**src/hdl/rx_cond_pkg.sv**
```systemverilog
// Constants for the receive channel conditioning block
// Functional notes
// - Extract enable copies four signaling bits per channel
// - Extraction only while SF/ESF/SLC-96 synchronized
// - SF fills third, fourth fields with A,B
// - Signaling fields valid only with extract enabled
// - Indirect per-channel registers at three bases
// - Per-channel select only when global select zero
// - Decode none, trunk, A-law, mu-law milliwatt
// - Inversion codes 001, 010, 011 masks
// - Inversion codes 100 to 111 masks
// - Gapping only clock master with enable set
// - LSB gap or whole channel gap
// - Eight-bit data trunk code per channel
// - Signaling trunk enable replaces signaling with code
// - Test enable acts in 8 or 7 bit mode
// - Direction 0 detects, 1 overwrites from generator
// - Eight bits or seven MSBs tested
// - Enabled channels form one continuous stream
package rx_cond_pkg;
  localparam int NUM_CH = 24;
  // Bus map: paddr[10] picks the bank, paddr[9:2] is the index
  localparam int BANK_BIT = 10;
  localparam logic BANK_EXT  = 1'b0;
  localparam logic BANK_COND = 1'b1;
  localparam logic [7:0] IDX_STATUS = 8'h00;
  localparam logic [7:0] IDX_GLOBAL = 8'h00;
  localparam logic [7:0] BASE_CTRL = 8'h01;
  localparam logic [7:0] BASE_DTRK = 8'h21;
  localparam logic [7:0] BASE_STRK = 8'h41;
  // Extractor register fields
  localparam int EXT_EN_BIT = 4;
  localparam logic EXT_EN_RST = 1'b1;
  // Channel control fields
  localparam int CTRL_SEL_LSB = 5;
  localparam int CTRL_MSB_FLIP = 4;
  localparam int CTRL_ODD_FLIP = 3;
  localparam int CTRL_EVEN_FLIP = 2;
  localparam int CTRL_LSB_GAP = 1;
  localparam int CTRL_CH_GAP = 0;
  // Signaling trunk fields
  localparam int STRK_TEST_BIT = 6;
  localparam int STRK_EN_BIT = 4;
  // Global control fields
  localparam int GLB_SEL_LSB = 0;
  localparam int GLB_STRK_EN = 3;
  localparam int GLB_PER_CHANNEL_CLOCK_CONTROL_ENABLE = 4;
  localparam int GLB_PTW_LSB = 5;
  localparam int GLB_PTDIR = 7;
  localparam logic [7:0] GLB_RST = 8'h00;
  // Pattern test width modes
  localparam logic [1:0] PTW_OFF = 2'h0;
  localparam logic [1:0] PTW_8 = 2'h1;
  localparam logic [1:0] PTW_7 = 2'h2;
  // Receive frame formats
  localparam logic [1:0] FMT_SF = 2'h0;
  localparam logic [1:0] FMT_ESF = 2'h1;
  localparam logic [1:0] FMT_DM = 2'h2;
  localparam logic [1:0] FMT_SLC = 2'h3;
  // Replacement selections
  localparam logic [2:0] REPL_NONE = 3'h0;
  localparam logic [2:0] REPL_TRUNK = 3'h1;
  localparam logic [2:0] REPL_ALAW = 3'h2;
  localparam logic [2:0] REPL_ULAW = 3'h3;
  // Milliwatt sequences, first byte in the top bits
  localparam logic [63:0] MW_ALAW = 64'h34_21_21_34_b4_a1_a1_b4;
  localparam logic [63:0] MW_ULAW = 64'h1e_0b_0b_1e_9e_8b_8b_9e;
  // Inversion masks, bit 7 of a byte is channel bit 1
  localparam logic [7:0] MASK_MSB = 8'h80;
  localparam logic [7:0] MASK_ODD = 8'h2a;
  localparam logic [7:0] MASK_EVEN = 8'h55;
  localparam logic [7:0] MASK_LSB = 8'h01;
  localparam logic [7:0] MASK_ALL = 8'hff;
endpackage : rx_cond_pkg

```
**src/hdl/channel_conditioner.sv**
```systemverilog
// Combinational per-byte substitution, inversion and pattern overwrite
`timescale 1ns/1ps
`default_nettype none
module channel_conditioner (
  input  wire logic [7:0] din,
  input  wire logic [2:0] repl_sel,
  input  wire logic [7:0] trunk_code,
  input  wire logic [2:0] mw_phase,
  input  wire logic       msb_flip,
  input  wire logic       odd_bit_flip,
  input  wire logic       even_bit_flip,
  input  wire logic       pat_replace,
  input  wire logic       pat_seven,
  input  wire logic [7:0] pat_data,
  output logic      [7:0] dout
);
  logic [7:0] subst;
  logic [7:0] flip_mask;
  logic [5:0] mw_pos;

  assign mw_pos = {~mw_phase, 3'h0} + 6'h0;

  always_comb
  begin
    case (repl_sel)
      rx_cond_pkg::REPL_TRUNK: subst = trunk_code;
      rx_cond_pkg::REPL_ALAW:  subst = rx_cond_pkg::MW_ALAW[mw_pos +: 8];
      rx_cond_pkg::REPL_ULAW:  subst = rx_cond_pkg::MW_ULAW[mw_pos +: 8];
      default:                 subst = din;
    endcase
  end

  // Masks combine by OR, which yields all eight documented codes
  assign flip_mask = (msb_flip ? rx_cond_pkg::MASK_MSB : 8'h00)
                   | (odd_bit_flip ? rx_cond_pkg::MASK_ODD : 8'h00)
                   | (even_bit_flip ? rx_cond_pkg::MASK_EVEN : 8'h00);

  always_comb
  begin
    dout = subst ^ flip_mask;
    if (pat_replace)
    begin
      // Seven-bit mode keeps the LSB of the substituted and inverted byte
      dout = pat_seven ? {pat_data[6:0], dout[0]} : pat_data;
    end
  end
endmodule : channel_conditioner
`default_nettype wire

```
**src/hdl/rx_channel_conditioning.sv**
```systemverilog
// Receive signaling extractor and payload conditioner with APB registers
//
// Chosen here: register access over APB.
`timescale 1ns/1ps
`default_nettype none
module rx_channel_conditioning #(
  parameter int NCH = rx_cond_pkg::NUM_CH
) (
  input  wire logic        pclk,
  input  wire logic        presetn,
  input  wire logic        psel,
  input  wire logic        penable,
  input  wire logic        pwrite,
  input  wire logic [11:0] paddr,
  input  wire logic [31:0] pwdata,
  output logic      [31:0] prdata,
  output logic             pready,
  output logic             pslverr,
  input  wire logic        rx_valid,
  input  wire logic [4:0]  rx_channel,
  input  wire logic [7:0]  rx_data,
  input  wire logic [3:0]  rx_sig,
  input  wire logic        rx_sig_update,
  input  wire logic        rx_sync,
  input  wire logic [1:0]  rx_format,
  input  wire logic        clock_master,
  output logic             out_valid,
  output logic [4:0]       out_channel,
  output logic [7:0]       out_data,
  output logic [3:0]       out_sig,
  output logic [7:0]       out_gap_mask,
  output logic             det_valid,
  output logic [7:0]       det_data,
  output logic             det_seven,
  output logic             gen_req,
  output logic             gen_seven,
  input  wire logic [7:0]  gen_data
);

  ////////////////////////////////////////////////////////////////////////////
  // Register storage

  logic [NCH-1:0] ext_en_reg;
  logic [3:0]     ext_sig_reg [NCH];
  logic [7:0]     ctrl_reg [NCH];
  logic [7:0]     dtrk_reg [NCH];
  logic [6:0]     strk_reg [NCH];
  logic [7:0]     glb_reg;
  logic [2:0]     phase_reg;

  ////////////////////////////////////////////////////////////////////////////
  // APB decode

  logic       bank;
  logic [7:0] idx;
  logic       setup;
  logic       wr;
  logic       hit_status;
  logic       hit_global;
  logic       hit_ext;
  logic       hit_ctrl;
  logic       hit_dtrk;
  logic       hit_strk;
  logic       mapped;
  logic [7:0] ch_ctrl;
  logic [7:0] ch_dtrk;
  logic [7:0] ch_strk;
  logic [4:0] sel_ch;
  logic [31:0] rd_next;

  assign bank = paddr[rx_cond_pkg::BANK_BIT];
  assign idx = paddr[9:2];
  assign setup = psel && !penable;
  // Zero wait states: every access phase completes at once
  assign pready = 1'b1;

  assign ch_ctrl = idx - rx_cond_pkg::BASE_CTRL;
  assign ch_dtrk = idx - rx_cond_pkg::BASE_DTRK;
  assign ch_strk = idx - rx_cond_pkg::BASE_STRK;

  always_comb
  begin
    hit_status = 1'b0;
    hit_global = 1'b0;
    hit_ext = 1'b0;
    hit_ctrl = 1'b0;
    hit_dtrk = 1'b0;
    hit_strk = 1'b0;
    sel_ch = 5'h0;
    // Address bit 11 must be clear and the access word aligned
    if (paddr[11] == 1'b0 && paddr[1:0] == 2'h0)
    begin
      if (bank == rx_cond_pkg::BANK_EXT)
      begin
        if (idx == rx_cond_pkg::IDX_STATUS)
        begin
          hit_status = 1'b1;
        end
        else if (ch_ctrl < 8'(NCH))
        begin
          hit_ext = 1'b1;
          sel_ch = ch_ctrl[4:0];
        end
      end
      else
      begin
        if (idx == rx_cond_pkg::IDX_GLOBAL)
        begin
          hit_global = 1'b1;
        end
        else if (ch_ctrl < 8'(NCH))
        begin
          hit_ctrl = 1'b1;
          sel_ch = ch_ctrl[4:0];
        end
        else if (ch_dtrk < 8'(NCH))
        begin
          hit_dtrk = 1'b1;
          sel_ch = ch_dtrk[4:0];
        end
        else if (ch_strk < 8'(NCH))
        begin
          hit_strk = 1'b1;
          sel_ch = ch_strk[4:0];
        end
      end
    end
  end

  assign mapped = hit_status || hit_global || hit_ext || hit_ctrl || hit_dtrk || hit_strk;
  assign wr = psel && penable && pwrite && mapped;
  assign pslverr = psel && penable && !mapped;

  always_comb
  begin
    rd_next = 32'h0;
    if (hit_status)
    begin
      rd_next = {29'h0, rx_format, rx_sync};
    end
    else if (hit_global)
    begin
      rd_next = {24'h0, glb_reg};
    end
    else if (hit_ext)
    begin
      rd_next = {27'h0, ext_en_reg[sel_ch], ext_sig_reg[sel_ch]};
    end
    else if (hit_ctrl)
    begin
      rd_next = {24'h0, ctrl_reg[sel_ch]};
    end
    else if (hit_dtrk)
    begin
      rd_next = {24'h0, dtrk_reg[sel_ch]};
    end
    else if (hit_strk)
    begin
      rd_next = {25'h0, strk_reg[sel_ch]};
    end
  end

  // Read data is sampled in the setup cycle and held through access
  always_ff @(posedge pclk or negedge presetn)
  begin
    if (!presetn)
    begin
      prdata <= 32'h0;
    end
    else if (setup && !pwrite)
    begin
      prdata <= rd_next;
    end
  end

  ////////////////////////////////////////////////////////////////////////////
  // Global control register

  logic [2:0] glb_sel;
  logic       glb_strk_en;
  logic       per_channel_clock_control_enable;
  logic [1:0] ptw_mode;
  logic       pt_dir;

  always_ff @(posedge pclk or negedge presetn)
  begin
    if (!presetn)
    begin
      glb_reg <= rx_cond_pkg::GLB_RST;
    end
    else if (wr && hit_global)
    begin
      glb_reg <= pwdata[7:0];
    end
  end

  assign glb_sel = glb_reg[rx_cond_pkg::GLB_SEL_LSB +: 3];
  assign glb_strk_en = glb_reg[rx_cond_pkg::GLB_STRK_EN];
  assign per_channel_clock_control_enable = glb_reg[rx_cond_pkg::GLB_PER_CHANNEL_CLOCK_CONTROL_ENABLE];
  assign ptw_mode = glb_reg[rx_cond_pkg::GLB_PTW_LSB +: 2];
  assign pt_dir = glb_reg[rx_cond_pkg::GLB_PTDIR];

  ////////////////////////////////////////////////////////////////////////////
  // Signaling extractor

  logic       ch_ok;
  logic       sig_framed;
  logic       do_extract;
  logic [3:0] sig_fill;

  assign ch_ok = rx_valid && (rx_channel < 5'(NCH));
  // DM carries no signaling; only SF, ESF and SLC-96 qualify
  assign sig_framed = rx_sync && (rx_format != rx_cond_pkg::FMT_DM);
  assign do_extract = ch_ok && rx_sig_update && sig_framed && ext_en_reg[rx_channel];
  assign sig_fill = (rx_format == rx_cond_pkg::FMT_SF) ? {rx_sig[3:2], rx_sig[3:2]} : rx_sig;

  always_ff @(posedge pclk or negedge presetn)
  begin
    if (!presetn)
    begin
      ext_en_reg <= {NCH{rx_cond_pkg::EXT_EN_RST}};
    end
    else if (wr && hit_ext)
    begin
      // Software is expected to clear these in DM format
      ext_en_reg[sel_ch] <= pwdata[rx_cond_pkg::EXT_EN_BIT];
    end
  end

  // Fields hold stale content once extraction stops; read them only
  // while the enable is set
  always_ff @(posedge pclk or negedge presetn)
  begin
    if (!presetn)
    begin
      for (int i = 0; i < NCH; i++)
      begin
        ext_sig_reg[i] <= 4'h0;
      end
    end
    else if (do_extract)
    begin
      ext_sig_reg[rx_channel] <= sig_fill;
    end
  end

  ////////////////////////////////////////////////////////////////////////////
  // Conditioner per-channel registers

  always_ff @(posedge pclk or negedge presetn)
  begin
    if (!presetn)
    begin
      for (int i = 0; i < NCH; i++)
      begin
        ctrl_reg[i] <= 8'h0;
        dtrk_reg[i] <= 8'h0;
        strk_reg[i] <= 7'h0;
      end
    end
    else if (wr)
    begin
      if (hit_ctrl)
      begin
        ctrl_reg[sel_ch] <= pwdata[7:0];
      end
      if (hit_dtrk)
      begin
        dtrk_reg[sel_ch] <= pwdata[7:0];
      end
      if (hit_strk)
      begin
        // Bit 5 is reserved and kept at zero
        strk_reg[sel_ch] <= {pwdata[6], 1'b0, pwdata[4:0]};
      end
    end
  end

  ////////////////////////////////////////////////////////////////////////////
  // Milliwatt phase advances once per frame

  always_ff @(posedge pclk or negedge presetn)
  begin
    if (!presetn)
    begin
      phase_reg <= 3'h0;
    end
    else if (ch_ok && rx_channel == 5'(NCH - 1))
    begin
      phase_reg <= phase_reg + 3'h1;
    end
  end

  ////////////////////////////////////////////////////////////////////////////
  // Per-channel datapath

  logic [7:0] cur_ctrl;
  logic [6:0] cur_strk;
  logic [2:0] eff_sel;
  logic       pt_mode_on;
  logic       pt_chan;
  logic       pt_detect;
  logic       pt_replace;
  logic [7:0] cond_data;
  logic [3:0] sig_next;
  logic [7:0] gap_next;
  logic       gap_allowed;

  assign cur_ctrl = ctrl_reg[rx_channel[4:0] < 5'(NCH) ? rx_channel : 5'h0];
  assign cur_strk = strk_reg[rx_channel[4:0] < 5'(NCH) ? rx_channel : 5'h0];

  // A nonzero global select overrides every channel
  assign eff_sel = (glb_sel == rx_cond_pkg::REPL_NONE)
                 ? cur_ctrl[rx_cond_pkg::CTRL_SEL_LSB +: 3] : glb_sel;

  assign pt_mode_on = (ptw_mode == rx_cond_pkg::PTW_8) || (ptw_mode == rx_cond_pkg::PTW_7);
  assign pt_chan = ch_ok && pt_mode_on && cur_strk[rx_cond_pkg::STRK_TEST_BIT];
  assign pt_detect = pt_chan && !pt_dir;
  assign pt_replace = pt_chan && pt_dir;

  // Each enabled channel pulls one generator word in timeslot order,
  // so the pattern runs on unbroken across channels
  assign gen_req = pt_replace;
  assign gen_seven = (ptw_mode == rx_cond_pkg::PTW_7);

  channel_conditioner u_cond (
    .din           (rx_data),
    .repl_sel      (eff_sel),
    .trunk_code    (dtrk_reg[rx_channel < 5'(NCH) ? rx_channel : 5'h0]),
    .mw_phase      (phase_reg),
    .msb_flip      (cur_ctrl[rx_cond_pkg::CTRL_MSB_FLIP]),
    .odd_bit_flip  (cur_ctrl[rx_cond_pkg::CTRL_ODD_FLIP]),
    .even_bit_flip (cur_ctrl[rx_cond_pkg::CTRL_EVEN_FLIP]),
    .pat_replace   (pt_replace),
    .pat_seven     (gen_seven),
    .pat_data      (gen_data),
    .dout          (cond_data)
  );

  assign sig_next = (cur_strk[rx_cond_pkg::STRK_EN_BIT] || glb_strk_en)
                  ? cur_strk[3:0] : rx_sig;

  assign gap_allowed = clock_master && per_channel_clock_control_enable;

  always_comb
  begin
    gap_next = 8'h00;
    if (gap_allowed)
    begin
      if (cur_ctrl[rx_cond_pkg::CTRL_CH_GAP])
      begin
        gap_next = rx_cond_pkg::MASK_ALL;
      end
      else if (cur_ctrl[rx_cond_pkg::CTRL_LSB_GAP])
      begin
        gap_next = rx_cond_pkg::MASK_LSB;
      end
    end
  end

  ////////////////////////////////////////////////////////////////////////////
  // Output stage

  always_ff @(posedge pclk or negedge presetn)
  begin
    if (!presetn)
    begin
      out_valid <= 1'b0;
      out_channel <= 5'h0;
      out_data <= 8'h0;
      out_sig <= 4'h0;
      out_gap_mask <= 8'h0;
    end
    else
    begin
      out_valid <= ch_ok;
      if (ch_ok)
      begin
        out_channel <= rx_channel;
        out_data <= cond_data;
        out_sig <= sig_next;
        out_gap_mask <= gap_next;
      end
    end
  end

  // Detector sees the received byte before any conditioning
  always_ff @(posedge pclk or negedge presetn)
  begin
    if (!presetn)
    begin
      det_valid <= 1'b0;
      det_data <= 8'h0;
      det_seven <= 1'b0;
    end
    else
    begin
      det_valid <= pt_detect;
      if (pt_detect)
      begin
        det_data <= rx_data;
        det_seven <= gen_seven;
      end
    end
  end

endmodule : rx_channel_conditioning
`default_nettype wire

```
**config.mk**
```make
export PLATFORM = sky130hd
export DESIGN_NAME = rx_channel_conditioning
export DESIGN_NICKNAME = d
export VERILOG_FILES = /design/src/hdl/rx_cond_pkg.sv /design/src/hdl/channel_conditioner.sv /design/src/hdl/rx_channel_conditioning.sv
export SDC_FILE = /design/constraint.sdc
export NUM_CORES = 2
export LEC_CHECK = 0
export BUFFER_PORTS_ARGS = -buffer_cell sky130_fd_sc_hd__buf_2
export CAP_MARGIN = 0
export CORE_ASPECT_RATIO = 1.5
export CORE_MARGIN = 2
export CORE_UTILIZATION = 25
export DETAILED_ROUTE_END_ITERATION = 12
export RECOVER_POWER = 50
export SLEW_MARGIN = 40
export SYNTH_ARGS = -nofsm -noshare
export SYNTH_HDL_FRONTEND = slang
export SYNTH_HIERARCHICAL = 1
export SYNTH_SLANG_ARGS = --single-unit
```
**constraint.sdc**
```tcl
create_clock -name pclk -period 3.99 [get_ports pclk]
set_clock_uncertainty 0.2 [all_clocks]
set_input_delay 0.5985 -clock pclk [delete_from_list [all_inputs] [get_ports pclk]]
set_output_delay 0.5985 -clock pclk [all_outputs]
set_load 0.005 [all_outputs]
```
# After elaboration in Yosys (flattened, before gate mapping)
# Index checks and enable logic that the tools add are counted.
[word_totals]
regBits = 751
latch_bits = 0
ram_bits = 0
romBits = 0
output_inout_bits = 72
mem_count = 0
[op_classes]
addsub = 4
multipliers = 0
div_mod_pow = 0
magnitude_cmp = 12
n_eq_ne = 7
shifts = 2
muxes = 87
bitwise = 8
reduce_logical = 41
[op_table]
columns = ["op", "n"]
rows = [
  ["192-bit bitwise mux", 2],
  ["168-bit bitwise mux", 1],
  ["8-bit binary-select mux with 5-bit select", 4],
  ["8-bit 2-to-1 mux", 19],
  ["64-bit by 7-bit variable part select with 8-bit output (first input constant)", 2],
  ["96-bit bitwise mux", 1],
  ["7-bit binary-select mux with 5-bit select", 2],
  ["7-bit 2-to-1 mux", 7],
  ["5-bit 2-to-1 mux", 9],
  ["8-bit demux with 5-bit select", 1],
  ["7-bit demux with 5-bit select", 1],
  ["1-bit 2-to-1 mux", 26],
  ["24-bit bitwise mux", 1],
  ["8-bit by 5-bit < comparator with 1-bit output (second input constant)", 3],
  ["8-bit case mux with 3 select lines", 1],
  ["1-bit logical AND", 23],
  ["4-bit binary-select mux with 5-bit select", 1],
  ["4-bit demux with 5-bit select", 1],
  ["6-bit >= comparator (second input constant)", 3],
  ["5-bit NOT with 6-bit output", 3],
  ["4-bit 2-to-1 mux", 4],
  ["8-bit bitwise OR", 2],
  ["5-bit by 6-bit < comparator with 1-bit output (second input constant)", 2],
  ["6-bit by 1-bit < comparator with 1-bit output (second input constant)", 2],
  ["26 further kinds", 40],
]

# Logic depth before layout (Yosys ltp)
[depth]
word_depth = 18
depth_mapped = 19
mapped_depth_nobuf = 16

# Hierarchy
# The synthesis kept the hierarchy.
[modules_own_cells]
columns = ["mod", "instances", "cells_each", "area_per_inst_um2"]
rows = [
  ["rx_channel_conditioning", 1, 3345, 37582.3],
  ["channel_conditioner", 1, 72, 534.3],
]

# Worst setup path after synthesis
# Ideal clock, no wire load.
[synth_timing]
path_type = "input port to flip-flop"
from = "in rx_channel[0]"
to = "reg out_data[4]"
setup_time_ns = 0.125
arrival_ns = 4.061
slack_ns = -0.396
path_stages = 19
cell_sequence = "buf_2 -> and2_1 -> clkbuf_1 -> buf_1 -> buf_2 -> a21oi_1 -> a221oi_1 -> nand2_1 -> o311ai_0 -> o21ai_0 -> nor2_1 -> a2111oi_0 -> or2_2 -> buf_4 -> o21bai_1 -> a221oi_2 -> xor2_1 -> o21ai_1 -> mux2_2"
[synth_via]
elab_chain_len = 11
word_cells_on_any_way = 25
classes_between = "1 x order compare; 3 x eq/ne; 14 x mux; 3 x bitwise; 4 x reduce/logical"
[synth_lines]
columns = ["element", "line", "rtl"]
rows = [
  ["start: declaration", "rx_channel_conditioning.sv:20", "input wire logic [4:0] rx_channel,"],
  ["5-bit < comparator", "rx_channel_conditioning.sv:309", "assign cur_ctrl = ctrl_reg[rx_channel[4:0] < 5'(NCH) ? rx_channel : 5'h0];"],
  ["5-bit 2-to-1 mux (*)", "rx_channel_conditioning.sv:309", ""],
  ["5-bit NOT with 6-bit output (*)", "rx_channel_conditioning.sv:309", ""],
  ["8-bit binary-select mux with 5-bit select (*)", "rx_channel_conditioning.sv:309", ""],
  ["8-bit 2-to-1 mux (*) (2 in a row)", "rx_channel_conditioning.sv:309", ""],
  ["3-bit 2-to-1 mux (*)", "rx_channel_conditioning.sv:314", "? cur_ctrl[rx_cond_pkg::CTRL_SEL_LSB +: 3] : glb_sel;"],
  ["named net eff_sel[2]", "rx_channel_conditioning.sv:299", "logic [2:0] eff_sel;"],
  ["3-bit by 2-bit == test with 1-bit output / 3-bit by 1-bit == test with 1-bit output (equally long branches)", "channel_conditioner.sv:25", "case (repl_sel)"],
  ["8-bit case mux with 3 select lines (*)", "channel_conditioner.sv:25", ""],
  ["8-bit bitwise XOR (*)", "channel_conditioner.sv:40", "dout = subst ^ flip_mask;"],
  ["8-bit 2-to-1 mux (*)", "channel_conditioner.sv:41", "if (pat_replace)"],
  ["named net cond_data[4]", "rx_channel_conditioning.sv:304", "logic [7:0] cond_data;"],
  ["end signal: assignment", "rx_channel_conditioning.sv:380", "out_data <= cond_data;"],
  ["end: declaration", "rx_channel_conditioning.sv:29", "output logic [7:0] out_data,"],
]
# Mark *: on every way through the listed nets, which the timed path passes. The rest lies on a longest branch. The select of a mux whose other input is x is not followed.
# A chain may end at the register's enable or synchronous reset.

# Worst setup path after layout
[layout_timing]
from = "in paddr[3]"
to = "reg prdata[4]"
[layout_via]
elab_chain_len = 18
word_cells_on_any_way = 55
classes_between = "3 x add/sub; 3 x order compare; 47 x mux; 1 x bitwise; 1 x reduce/logical"
[layout_lines]
columns = ["element", "line", "rtl"]
rows = [
  ["start: declaration", "rx_channel_conditioning.sv:14", "input wire logic [11:0] paddr,"],
  ["8-bit by 7-bit subtractor with 8-bit output", "rx_channel_conditioning.sv:79", "assign ch_strk = idx - rx_cond_pkg::BASE_STRK;"],
  ["8-bit by 5-bit < comparator with 1-bit output", "rx_channel_conditioning.sv:121", "else if (ch_strk < 8'(NCH))"],
  ["5-bit 2-to-1 mux", "rx_channel_conditioning.sv:121", ""],
  ["5-bit 2-to-1 mux", "rx_channel_conditioning.sv:116", "else if (ch_dtrk < 8'(NCH))"],
  ["5-bit 2-to-1 mux", "rx_channel_conditioning.sv:111", "else if (ch_ctrl < 8'(NCH))"],
  ["5-bit 2-to-1 mux", "rx_channel_conditioning.sv:107", "if (idx == rx_cond_pkg::IDX_GLOBAL)"],
  ["5-bit 2-to-1 mux", "rx_channel_conditioning.sv:93", "if (bank == rx_cond_pkg::BANK_EXT)"],
  ["5-bit 2-to-1 mux", "rx_channel_conditioning.sv:91", "if (paddr[11] == 1'b0 && paddr[1:0] == 2'h0)"],
  ["5-bit NOT with 6-bit output (not written as such)", "rx_channel_conditioning.sv:151, rx_channel_conditioning.sv:155, rx_channel_conditioning.sv:159", ""],
  ["7-bit binary-select mux with 5-bit select", "rx_channel_conditioning.sv:159", "rd_next = {25'h0, strk_reg[sel_ch]};"],
  ["7-bit 2-to-1 mux (not written as such) (2 in a row)", "rx_channel_conditioning.sv:159", ""],
  ["7-bit 2-to-1 mux", "rx_channel_conditioning.sv:157", "else if (hit_strk)"],
  ["8-bit 2-to-1 mux", "rx_channel_conditioning.sv:153", "else if (hit_dtrk)"],
  ["8-bit 2-to-1 mux", "rx_channel_conditioning.sv:149", "else if (hit_ctrl)"],
  ["8-bit 2-to-1 mux", "rx_channel_conditioning.sv:145", "else if (hit_ext)"],
  ["8-bit 2-to-1 mux", "rx_channel_conditioning.sv:141", "else if (hit_global)"],
  ["8-bit 2-to-1 mux (*)", "rx_channel_conditioning.sv:137", "if (hit_status)"],
  ["end signal: assignment", "rx_channel_conditioning.sv:172", "prdata <= rd_next;"],
  ["end: declaration", "rx_channel_conditioning.sv:16", "output logic [31:0] prdata,"],
]
# Every way passes the cells marked *; elsewhere a longest branch is shown, timed or not. The select of a mux whose other input is x is not followed.

==> impl_metrics.py <==
metrics = {
    "run_status": {
        "status": "complete, but fails checks",
        "violations": "max-capacitance violations, max-slew violations",
    },
    "power": {
        "max-vdd-ir-drop_uv": 325.2,
        "power_frac_comb": 0.114,
        "pwr-share-seq": 0.457,
        "p_leak_nw": 21.59,
        "p_total_w": 0.01568,
        "p_int_w": 0.01141,
        "swShare": 0.2724,
        "clockPowerShare": 0.429,
        "power.density_nw_per_um2": 327.1,
        "p_sw_w": 0.004270,
    },
    "run": {
        "max_cap_violations": 1,
    },
    "timing": {
        "finalMaxSlewViolations": 66,
        "relSlewSlack": -0.2881,
        "worstMarginPinSlew_ns": 1.932,
        "period_needed_ns": 3.927,
        "holdWs_ns": 0.03886,
        "period_share": 0.9841,
        "finalWorstSetupSlack_ns": 0.06334,
        "setup_violations": 0,
        "max_freq_mhz": 254.7,
        "finalHoldViolations": 0,
    },
    "floorplan": {
        "rows": 175,
        "coreArea_um2": 151500,
        "start_util": 0.2516,
        "die_x_um": 322.8,
        "die_h_um": 482.2,
        "io_pins": 152,
        "die_area_um2": 155700,
    },
    "global_routing": {
        "grt_overflow": 0,
        "grt_first_pass_wirelength_um": 241900,
        "grt_usage": 0.2140,
        "antenna_found_initial": 13,
        "grt_max_degree": 135,
        "grt_pass1_vias": 33810,
    },
    "worst_setup_path": {
        "r2r-start": "ctrl_reg[85]",
        "crit_start": "paddr[3]",
        "cp_max_fo": 8,
        "arrival_ns": 4.34,
        "end_kind": "flop",
        "cp-start-kind": "input pin",
        "cp.required_ns": 4.40,
        "regToRegSetupSlack_ns": 0.31,
        "path_class": "in2reg",
    },
    "clock_tree": {
        "cts-root-buf": "clkbuf_16",
        "numCtsBuffers": 67,
        "cts_tree": "done",
        "numClockSinks": 697,
        "clk-insertion-delay-late_ns": 0.69,
        "clk_pin_slew_worst_paths_ns": 0.07,
        "cts_buffer_depth": 3,
        "cts_max_level": 3,
    },
    "finish": {
        "area_delta_synth_final_pct": 25.74,
        "nNetsFinal": 4001,
        "drive_gt1_frac": 0.3915,
    },
    "routing": {
        "first_pass_iters": 12,
        "wl_per_cell_um": 28.19,
        "ant_nets": 0,
        "wirelength_um": 169200,
        "drt_iter0_markers": 3497,
        "vias": 33610,
        "vias_per_cell": 5.600,
        "drcViolationCount": 0,
    },
    "synth": {
        "synth-seq-cells": 697,
        "ys_seq_area_frac": 0.4584,
        "synthFlopType": "dfrtp_1",
        "yosysTopAreaCell": "dfrtp_1",
        "synth_area_per_cell_um2": 11.15,
        "synth_enable_flop_cells": 0,
        "async_reset_ff_frac": 1.000,
        "syn_area_um2": 38120,
        "yosysWarnings": 6,
        "synth_cell_types": 105,
        "synth.area.top_cells": "dfrtp_1 44%, mux2_2 16%, mux2_1 3.8%, nand2_1 2.9%, mux4_2 2.7%",
        "synth_top_area_share": 0.4418,
        "syn_inst": 3417,
    },
    "min_path": {
        "min-delay-start": "rx_data[3]",
        "hp-class": "in2reg",
    },
    "place": {
        "hpwlAfterDp_um": 123300,
        "place_congestion": 1.005,
        "port_buffers": 102,
        "dp_slack_ns": -0.8690,
    },
}
cells by family (layout without fill, tap and decap cells):
kind of cell	Yosys count	count (layout)	share of synthesized area
AO/OA/AOI/OAI	842	842	0.1573
multiplexers	808	808	0.2493
AND/OR/NAND/NOR	712	712	0.08988
flip-flops	697	697	0.4584
buffers and inverters	340	864	0.04083
XOR/XNOR	12	12	0.002757
adder cells (fa/ha/maj)	4	4	0.001313
other	2	28	0.0001970
power by group through the flow:
stage                     registers (W)  logic [W]  clock network, W
after global routing            0.00716    0.00187           0.00708
after detailed placement        0.00729    0.00173                 0
after CTS                       0.00716    0.00174           0.00683
final                           0.00716    0.00179           0.00673
after global placement          0.00729    0.00172                 0
after floorplan                 0.00727   0.000767                 0
final timing paths:
path | endpoint | cells past startpoint
worst max-delay path | prdata[4] | 18
worst min-delay path | det_data[3] | 2
worst max register to register | out_data[0] | 14
worst min register to register | ext_sig_reg[32] | 2
max in group asynchronous | strk_reg[147] | 3
min in group asynchronous | dtrk_reg[171] | 2
synth_stat cells, types with 17 or more instances:
cell type / count
dfrtp_1: 673
mux2_2: 542
nand2_1: 294
nor2_1: 172
clkbuf_1: 168
a21oi_1: 141
mux2_1: 129
o21ai_0: 125
o22ai_1: 116
o221ai_1: 104
mux2i_1: 91
buf_2: 67
buf_4: 48
mux4_2: 46
a31oi_1: 40
nand3_1: 38
a211oi_1: 34
buf_1: 34
nand2_2: 33
nor3_1: 32
a22oi_1: 31
a222oi_1: 29
a311oi_1: 28
o211ai_1: 28
a221oi_1: 27
and2_1: 26
dfstp_2: 24
inv_1: 19
nor3_2: 17
stage by stage:
stage                TNS, ns  std cells  utilization  cell area (um^2)
finish                     0       6002       0.3163             47930
global route        -0.07288       6000       0.3163             47920
CTS                 -0.01346       5992       0.3154             47790
detailed placement   -109.02       5871       0.3003             45490
global placement     -120.88       5869       0.3000             45460
floorplan           -0.05267       3440            -             38240
metal layers:
metal  vias up  GRT usage  wire (um)
met2      2030     0.3528      79270
li1      13890          -          -
met3       688    0.05059      14950
met4        12     0.1902      17840
met5         -          0         66
met1     17000     0.2284      57070
cell type report:
class	count	area [um^2]
repair buffers	728	6141
multi-input cells	2403	19480
well taps	2035	2546
clock buffers	92	1913
inverters	20	75.07
flip-flops and latches	697	17470
fillers	15510	103600
clock inverters	24	295.3
diodes	3	7.507
layout by cell type (no fill, tap or decap), types with 10 or more instances in the layout:
cell type,count
a211oi_1,32
a21oi_1,137
a221oi_1,26
a222oi_1,29
a22oi_1,31
a311oi_1,28
a31oi_1,40
and2_1,22
buf_12,70
buf_2,77
buf_4,535
buf_6,10
clkbuf_1,33
clkbuf_16,69
clkbuf_8,10
conb_1,25
dfrtp_1,673
dfstp_2,24
inv_1,18
mux2_1,129
mux2_2,542
mux2i_1,88
mux4_2,46
nand2_1,291
nand2_2,32
nand2b_1,14
nand3_1,38
nand4_1,11
nor2_1,167
nor2b_1,13
nor3_1,32
nor3_2,17
o2111ai_1,10
o211ai_1,28
o21ai_0,121
o221ai_1,104
o22ai_1,116
worst max-delay path, cell delays in order:
cell and delay [ns]:
buf_2 0.11, inv_1 0.13, ha_4 0.17, nor4b_4 0.35
mux2i_2 0.34, o21ai_4 0.12, o2bb2ai_2 0.17, buf_12 0.16
buf_4 0.13, o21ai_1 0.33, buf_4 0.33, o31ai_4 0.12
buf_4 0.17, a221o_1 0.35, a2111oi_2 0.40, buf_4 0.19
a21oi_1 0.05, nand4_1 0.09
what timing repair did:
| action | 4_1_cts | 5_1_grt |
|---|---|---|
| resized for setup | 9 | 41 |
| pin swaps | 0 | 8 |
| setup buffers | 0 | 5 |
| endpoints found under the hold margin | 59 | 0 |
| hold buffers | 6 | 0 |
| endpoints found under the setup margin | 2 | 55 |
Note: power is estimated with default switching activity, not from simulation.
